<file path="config.mk">
export PLATFORM = sky130hd
export DESIGN_NAME = pmt_timer
export DESIGN_NICKNAME = d
export VERILOG_FILES = /design/src/verilog/pmt_pkg.sv /design/src/verilog/pmt_div_cnt.sv /design/src/verilog/pmt_timer.sv
export SDC_FILE = /design/constraint.sdc
export NUM_CORES = 1
export LEC_CHECK = 0
export BUFFER_PORTS_ARGS = -buffer_cell sky130_fd_sc_hd__buf_2
export CORE_AREA = 2 2 75 77
export CTS_CLUSTER_DIAMETER = 80
export DETAILED_ROUTE_END_ITERATION = 12
export DIE_AREA = 0 0 77 79
export PLACE_DENSITY = 0.7
export SYNTH_ARGS = -nofsm -noshare
export SYNTH_HDL_FRONTEND = slang
export SYNTH_SLANG_ARGS = --single-unit
</file>
<file path="constraint.sdc">
create_clock -name clk_sys_i -period 3.1 [get_ports clk_sys_i]
set_input_delay 0.775 -clock clk_sys_i [delete_from_list [all_inputs] [get_ports clk_sys_i]]
set_output_delay 0.775 -clock clk_sys_i [all_outputs]
set_load 0.05 [all_outputs]
</file>
<file path="src/verilog/pmt_pkg.sv">
// Purpose: constants and types shared by the period match timer
// Assumes: 8-bit register port, byte-wide data
// Notes: offsets other than the control register are free choices
package pmt_pkg;
    localparam logic [11:0] OFF_CONTROL = 12'hFCA;
    localparam logic [11:0] OFF_COUNT = 12'hFCB;
    localparam logic [11:0] OFF_PERIOD = 12'hFCC;
    localparam logic [11:0] OFF_FLAG = 12'hFCD;
    localparam logic [11:0] OFF_ENABLE = 12'hFCE;
    localparam int CTL_PRE_LSB = 0;
    localparam int CTL_ON_BIT = 2;
    localparam int CTL_POST_LSB = 3;
    localparam int FLAG_MATCH_BIT = 1;
    localparam logic [7:0] CONTROL_RST = 8'h00;
    localparam logic [7:0] COUNT_RST = 8'h00;
    localparam logic [7:0] PERIOD_RST = 8'hFF;
    localparam logic [7:0] CONTROL_MASK = 8'h7F;
    localparam logic [3:0] PRE_DIV1_LAST = 4'h0;
    localparam logic [3:0] PRE_DIV4_LAST = 4'h3;
    localparam logic [3:0] PRE_DIV16_LAST = 4'hF;
    localparam int INSTR_DIV = 4;

    typedef struct packed {
        logic [3:0] post_sel;
        logic on;
        logic [1:0] pre_sel;
    } pmt_ctrl_t;

    typedef struct packed {
        logic [11:0] addr;
        logic [7:0] wdata;
        logic wr;
        logic rd;
    } pmt_bus_t;
endpackage

</file>
<file path="src/verilog/pmt_div_cnt.sv">
// Purpose: wrap-around divider counter with sync clear
// Assumes: single clock, synchronous active-low reset
// Notes: done pulses on the step that meets the last value
`timescale 1ns/1ps
`default_nettype none
module pmt_div_cnt #(
    parameter int WIDTH = 4
) (
    // clock and reset
    input wire logic clk_sys_i,
    input wire logic rst_n_i,
    // control
    input wire logic clr_i,
    input wire logic step_i,
    input wire logic [WIDTH-1:0] last_i,
    // result
    output logic done_o
);
    initial
    begin
        if (WIDTH < 1)
        begin
            $error("pmt_div_cnt: WIDTH must be positive");
        end
    end

    logic [WIDTH-1:0] cnt_reg;
    logic [WIDTH-1:0] cnt_next;

    always_comb
    begin
        done_o = step_i && (cnt_reg >= last_i);
        cnt_next = cnt_reg;
        if (clr_i)
        begin
            cnt_next = '0;
        end
        else if (done_o)
        begin
            cnt_next = '0;
        end
        else if (step_i)
        begin
            cnt_next = cnt_reg + WIDTH'(1);
        end
    end

    always_ff @(posedge clk_sys_i)
    begin
        if (!rst_n_i)
        begin
            cnt_reg <= '0;
        end
        else
        begin
            cnt_reg <= cnt_next;
        end
    end
endmodule // pmt_div_cnt
`default_nettype wire

</file>
<file path="src/verilog/pmt_timer.sv">
// Purpose: 8-bit period match timer with prescaler and postscaler
// Assumes: register port strobes are one cycle, never both at once
// Notes: clk_sys_i stands for the oscillator; instruction tick is /4
// Function
// - count register increments from zero on each prescaled tick
// - prescale select 00 divides by 1, 01 by 4, 1x by 16
// - count compared with period each cycle; equality is the match
// - prescaled tick after a match the count returns to zero
// - match clocks the postscaler; expiry sets match interrupt flag
// - postscale field bits 6..3 select ratio 1:1 up to 1:16
// - interrupt request raised only while match enable is set
// - count and period registers readable and writable any time
// - reset clears count and loads period with all ones
// - count write, control write or reset clear both scalers
// - control write leaves the count value untouched
// - timer counts only while the on bit is one
// - control bit 7 reads zero and ignores writes
// - match output offered as serial port shift clock source
// - unscaled match output offered to the pwm units
//
// The address-and-strobe port was decided locally.
`timescale 1ns/1ps
`default_nettype none
module pmt_timer (
    // clock and reset
    input wire logic clk_sys_i,
    input wire logic rst_n_i,
    // register port
    input wire logic [11:0] reg_addr_i,
    input wire logic [7:0] reg_wdata_i,
    input wire logic reg_wr_i,
    input wire logic reg_rd_i,
    output logic [7:0] reg_rdata_o,
    // timer outputs
    output logic match_o,
    output logic shift_clk_o,
    output logic irq_o
);
    localparam int PRE_W = 4;
    localparam int POST_W = 4;
    localparam int DIV_W = $clog2(pmt_pkg::INSTR_DIV);

    pmt_pkg::pmt_bus_t bus;
    pmt_pkg::pmt_ctrl_t ctrl_reg;
    pmt_pkg::pmt_ctrl_t ctrl_next;
    logic [7:0] count_reg;
    logic [7:0] count_next;
    logic [7:0] period_reg;
    logic [7:0] period_next;
    logic [7:0] flag_reg;
    logic [7:0] flag_next;
    logic [7:0] enable_reg;
    logic [7:0] enable_next;
    logic [DIV_W-1:0] osc_reg;
    logic [DIV_W-1:0] osc_next;
    logic wrap_reg;
    logic wrap_next;
    logic [7:0] rdata_reg;
    logic [7:0] rdata_next;
    logic match_reg;
    logic match_next;
    logic irq_reg;
    logic irq_next;
    logic instr_tick;
    logic pre_step;
    logic pre_done;
    logic post_done;
    logic scaler_clr;
    logic [3:0] pre_last;
    logic wr_ctrl;
    logic wr_count;
    logic raw_match;

    initial
    begin
        if (pmt_pkg::INSTR_DIV != (1 << DIV_W))
        begin
            $error("pmt_timer: instruction divide must be a power of two");
        end
    end

    assign bus = '{addr: reg_addr_i, wdata: reg_wdata_i,
                   wr: reg_wr_i, rd: reg_rd_i};
    assign wr_ctrl = bus.wr && (bus.addr == pmt_pkg::OFF_CONTROL);
    assign wr_count = bus.wr && (bus.addr == pmt_pkg::OFF_COUNT);
    assign scaler_clr = wr_ctrl || wr_count;

    // instruction clock tick, one in four system clocks
    assign instr_tick = (osc_reg == DIV_W'(pmt_pkg::INSTR_DIV - 1));
    assign pre_step = instr_tick && ctrl_reg.on;
    assign raw_match = (count_reg == period_reg);

    always_comb
    begin
        unique case (ctrl_reg.pre_sel)
            2'b00: pre_last = pmt_pkg::PRE_DIV1_LAST;
            2'b01: pre_last = pmt_pkg::PRE_DIV4_LAST;
            2'b10,
            2'b11: pre_last = pmt_pkg::PRE_DIV16_LAST;
        endcase
    end

    pmt_div_cnt #(
        .WIDTH(PRE_W)
    ) u_prescale (
        .clk_sys_i(clk_sys_i),
        .rst_n_i(rst_n_i),
        .clr_i(scaler_clr),
        .step_i(pre_step),
        .last_i(pre_last),
        .done_o(pre_done)
    );

    // postscaler counts the one-cycle match pulse
    pmt_div_cnt #(
        .WIDTH(POST_W)
    ) u_postscale (
        .clk_sys_i(clk_sys_i),
        .rst_n_i(rst_n_i),
        .clr_i(scaler_clr),
        .step_i(wrap_reg),
        .last_i(ctrl_reg.post_sel),
        .done_o(post_done)
    );

    always_comb
    begin
        osc_next = osc_reg + DIV_W'(1);
        ctrl_next = ctrl_reg;
        count_next = count_reg;
        period_next = period_reg;
        enable_next = enable_reg;
        wrap_next = 1'b0;
        if (wr_ctrl)
        begin
            // bit 7 is dropped by the struct width
            ctrl_next = pmt_ctrl_from(bus.wdata);
        end
        if (bus.wr && (bus.addr == pmt_pkg::OFF_PERIOD))
        begin
            period_next = bus.wdata;
        end
        if (bus.wr && (bus.addr == pmt_pkg::OFF_ENABLE))
        begin
            enable_next = bus.wdata;
        end
        if (wr_count)
        begin
            count_next = bus.wdata;
        end
        else if (pre_done && !wr_ctrl)
        begin
            if (raw_match)
            begin
                count_next = pmt_pkg::COUNT_RST;
                wrap_next = 1'b1;
            end
            else
            begin
                count_next = count_reg + 8'h01;
            end
        end
    end

    function automatic pmt_pkg::pmt_ctrl_t pmt_ctrl_from(
        input logic [7:0] v
    );
        pmt_ctrl_from.post_sel = v[pmt_pkg::CTL_POST_LSB +: 4];
        pmt_ctrl_from.on = v[pmt_pkg::CTL_ON_BIT];
        pmt_ctrl_from.pre_sel = v[pmt_pkg::CTL_PRE_LSB +: 2];
    endfunction

    always_comb
    begin
        flag_next = flag_reg;
        if (bus.wr && (bus.addr == pmt_pkg::OFF_FLAG))
        begin
            flag_next = flag_reg & ~bus.wdata;
        end
        if (post_done)
        begin
            flag_next[pmt_pkg::FLAG_MATCH_BIT] = 1'b1;
        end
        flag_next = flag_next & (8'h01 << pmt_pkg::FLAG_MATCH_BIT);
    end

    always_comb
    begin
        // level out while an enabled flag stands
        irq_next = |(flag_next & enable_next);
        match_next = wrap_next;
        rdata_next = 8'h00;
        if (bus.rd)
        begin
            unique case (bus.addr)
                pmt_pkg::OFF_CONTROL:
                    rdata_next = {1'b0, ctrl_reg} & pmt_pkg::CONTROL_MASK;
                pmt_pkg::OFF_COUNT: rdata_next = count_reg;
                pmt_pkg::OFF_PERIOD: rdata_next = period_reg;
                pmt_pkg::OFF_FLAG: rdata_next = flag_reg;
                pmt_pkg::OFF_ENABLE: rdata_next = enable_reg;
                default: rdata_next = 8'h00;
            endcase
        end
    end

    always_ff @(posedge clk_sys_i)
    begin
        if (!rst_n_i)
        begin
            ctrl_reg <= pmt_pkg::pmt_ctrl_t'(pmt_pkg::CONTROL_RST[6:0]);
            count_reg <= pmt_pkg::COUNT_RST;
            period_reg <= pmt_pkg::PERIOD_RST;
            flag_reg <= 8'h00;
            enable_reg <= 8'h00;
            osc_reg <= '0;
            wrap_reg <= 1'b0;
            rdata_reg <= 8'h00;
            match_reg <= 1'b0;
            irq_reg <= 1'b0;
        end
        else
        begin
            ctrl_reg <= ctrl_next;
            count_reg <= count_next;
            period_reg <= period_next;
            flag_reg <= flag_next;
            enable_reg <= enable_next;
            osc_reg <= osc_next;
            wrap_reg <= wrap_next;
            rdata_reg <= rdata_next;
            match_reg <= match_next;
            irq_reg <= irq_next;
        end
    end

    assign reg_rdata_o = rdata_reg;
    assign match_o = match_reg;
    assign shift_clk_o = match_reg;
    assign irq_o = irq_reg;
endmodule // pmt_timer
`default_nettype wire

</file>
==> results.md <==
* Status: finished clean
* Crit path DAT at 2.73 ns
* Height of the die at 79 um
* Reg2reg end: count_reg[6]
* First-pass GRT wire length at 9.653 mm
* Power per cell area at 407.6 nW/um2
* Max-slew violations at 0
* Initial antenna violation count at 0
* Starting DRT DRC Count at 96
* Hold_buf cts at 0
* Area share of the largest cell type after synthesis at 39.83%
* Max clock buf depth at 2
* Antenna viol nets, final at 0
* R2r startpoint: ctrl_reg[1]
* Final Skew at 0.006988 ns
* Crit-path cells: or2_2 -> ha_1 -> inv_1 -> a21oi_1 -> o221ai_1 -> or2_1 -> or4_1 -> a31oi_1
* Reg area at 1041 um2
* All-layer global routing usage at 19.76%
* Buf+Inv Stages, Crit Path at 1
* GPL Wtd Cong at 0.7888
* Post-synth EDFFs at 0
* Worst Hold Class: reg2reg
* Hold path start: osc_reg[0]
* Final Setup Violations at 0
* Clk_lat worst skew at 0.31 ns
* Post-DP HPWL at 4.131 mm
* R2R depth at 8
* Crit path max-delay family: simple AND/OR/NAND/NOR gates
* RSZ-0062 raised after global routing: false
* Routed vias at 2064
* Placed insts at 374
* Post-Syn Nets at 317
* Post-synthesis register bit count at 52
* Worst Setup SP: ctrl_reg[1]
* Pin count of the biggest net entering global routing at 23
* Req. time, crit path at 3.34 ns
* Starting density of the core at 48.97%
* Top post-synthesis cells by area: dfxtp_1 (40%), mux2i_1 (12%), nor2_1 (6.3%)
* CTS tree: done
* First-pass DRT Iterations at 4
* Mean post-synth cell area at 9.302 um2
* Post-Layout Cell Count at 382
* CP Capture Type: register
* Number of hold violations in the final report at 0
* Vias in the first global route at 1958
* Instance count on the critical path at 8
* Final nets at 345
* Ys async rst share at 0%
* Grt ovf at 0
* DRC Markers at 0
* Number of cell rows at 27
* CP Class: reg2reg
* Ant diodes at 0
* Wire length per cell at 14.53 um
* Fmax at 0.4027 GHz
* H-tree levels at 2
* CTS root buffer: clkbuf_8
* # clock sinks at 52
* Clk pin slew, worst setup/hold paths at 0.10 ns
* Fin util at 54.76%
* Inserted Clock Buffers at 5
* Top cell type by total area after synthesis: dfxtp_1
* Post-route setup TNS at 0 ns
* Filler Cells Inserted at 542
* Footprint of the multi-input gates at 1454 um2
* Final WL at 5.551 mm
* Syn. warnings at 0
* Mapped Cells at 281
* Post-route clock period utilization at 80.10%
* Most common flop cell mapped by yosys: dfxtp_1
* Core area at 5338 um2
* Die Wd at 77 um
* Crit path max fanout at 9
* Count of boundary I/O pins at 35
* Share of post-route cells with drive strength above 1 at 16.77%
* Setup crit end: count_reg[6]
* Worst R2R Setup Slack at 0.62 ns
* Syn-to-layout area delta at 11.82%
* Drt via density at 5.403
* Post-CTS Setup Bufs at 0
* Crit path time final at 2.483 ns
* Netlist cell types at 47
* Register area share after synthesis at 39.83%
* CP max stage cell: or4_1
* I/O Buffers at 34
* Mapped Area at 2614 um2
* Tightest Pin Transition at 0.6467 ns
* Slew HR at 56.84%
* Hold Crit Depth at 1
* Max VDD drop at 0.2993 mV
* Max-cap viol count at 0
* Die area at 6083 um2
* Crit-path max cell delay at 0.53 ns
* Element type at the critical path start: register
* Post_cts resized at 0
* Leak Pwr at 0.001236 uW
cell usage after synthesis, types with 4 or more instances:
master / instances
nor3_1: 5
a221o_1: 7
xnor2_1: 12
xor2_1: 4
nand4_1: 7
mux2i_1: 32
nand2_1: 16
clkbuf_1: 8
o21ai_0: 9
nor2_1: 44
ha_1: 12
a221oi_1: 4
inv_1: 11
dfxtp_1: 52
nand3_1: 10
per-layer routing:
layer  wire, um  track usage, %  vias up
met2       2596           33.25       29
met1       2738           26.16      978
met4         46           5.893        0
li1           -               -     1053
met5          0               0        -
met3        169           3.409        4
power breakdown:
group / switching [uW] / internal [uW]
Combinational: 36.3 / 18.9
Clock: 226 / 239
Sequential: 1.01 / 670
kinds of logic after synthesis:
logic type	count (synthesis)	share of synthesized area (%)
adders and majority gates	12	5.744
and+or+nand+nor	106	21.69
xor gates and xnor gates	16	5.361
buffers and inverters	26	4.547
DFF	52	39.83
AOI/OAI and AO/OA	36	10.15
muxes	33	12.69
metrics by stage:
| step | hold slack [ns] | area (um2) | worst slack (ns) | power (uW) |
|---|---|---|---|---|
| detailed placement | 0.4222 | 2811 | 0.4357 | 741.9 |
| global route | 0.4559 | 2923 | 0.5034 | 1228 |
| finish | 0.4393 | 2923 | 0.6170 | 1191 |
| CTS | 0.4385 | 2923 | 0.6053 | 1195 |
| global placement | 0.4054 | 2811 | 0.4713 | 741.0 |
| floorplan | 0.3992 | 2614 | 0.6501 | 713.8 |
placed cells by master, fill, tap and decap left out, types with 9 or more instances in the layout:
| cell type | synthesis | layout |
|---|---|---|
| xnor2_1 | 12 | 12 |
| inv_1 | 11 | 11 |
| nand3_1 | 10 | 10 |
| nor2_1 | 44 | 44 |
| dfxtp_1 | 52 | 52 |
| buf_2 | 2 | 34 |
| nand2_1 | 16 | 16 |
| ha_1 | 12 | 12 |
| mux2i_1 | 32 | 32 |
| o21ai_0 | 9 | 9 |
how the worst min path moves through the flow:
stage,end,slack [ns]
6_report,osc_reg[0],0.44
5_1_grt,osc_reg[0],0.46
4_1_cts,osc_reg[0],0.44
3_5_place_dp,osc_reg[0],0.42
3_3_place_gp,osc_reg[0],0.41
2_1_floorplan,osc_reg[0],0.40
cell type report:
type                            count  share of cell area (%)
Multi-Input combinational cell    203                   49.74
Sequential cell                    52                   35.62
Timing Repair Buffer               36                   6.336
Tap cell                           72                   3.082
Clock buffer                        5                   2.354
Clock inverter                      3                   1.455
Inverter                           11                   1.413
Note: power is estimated with default switching activity, not from simulation.
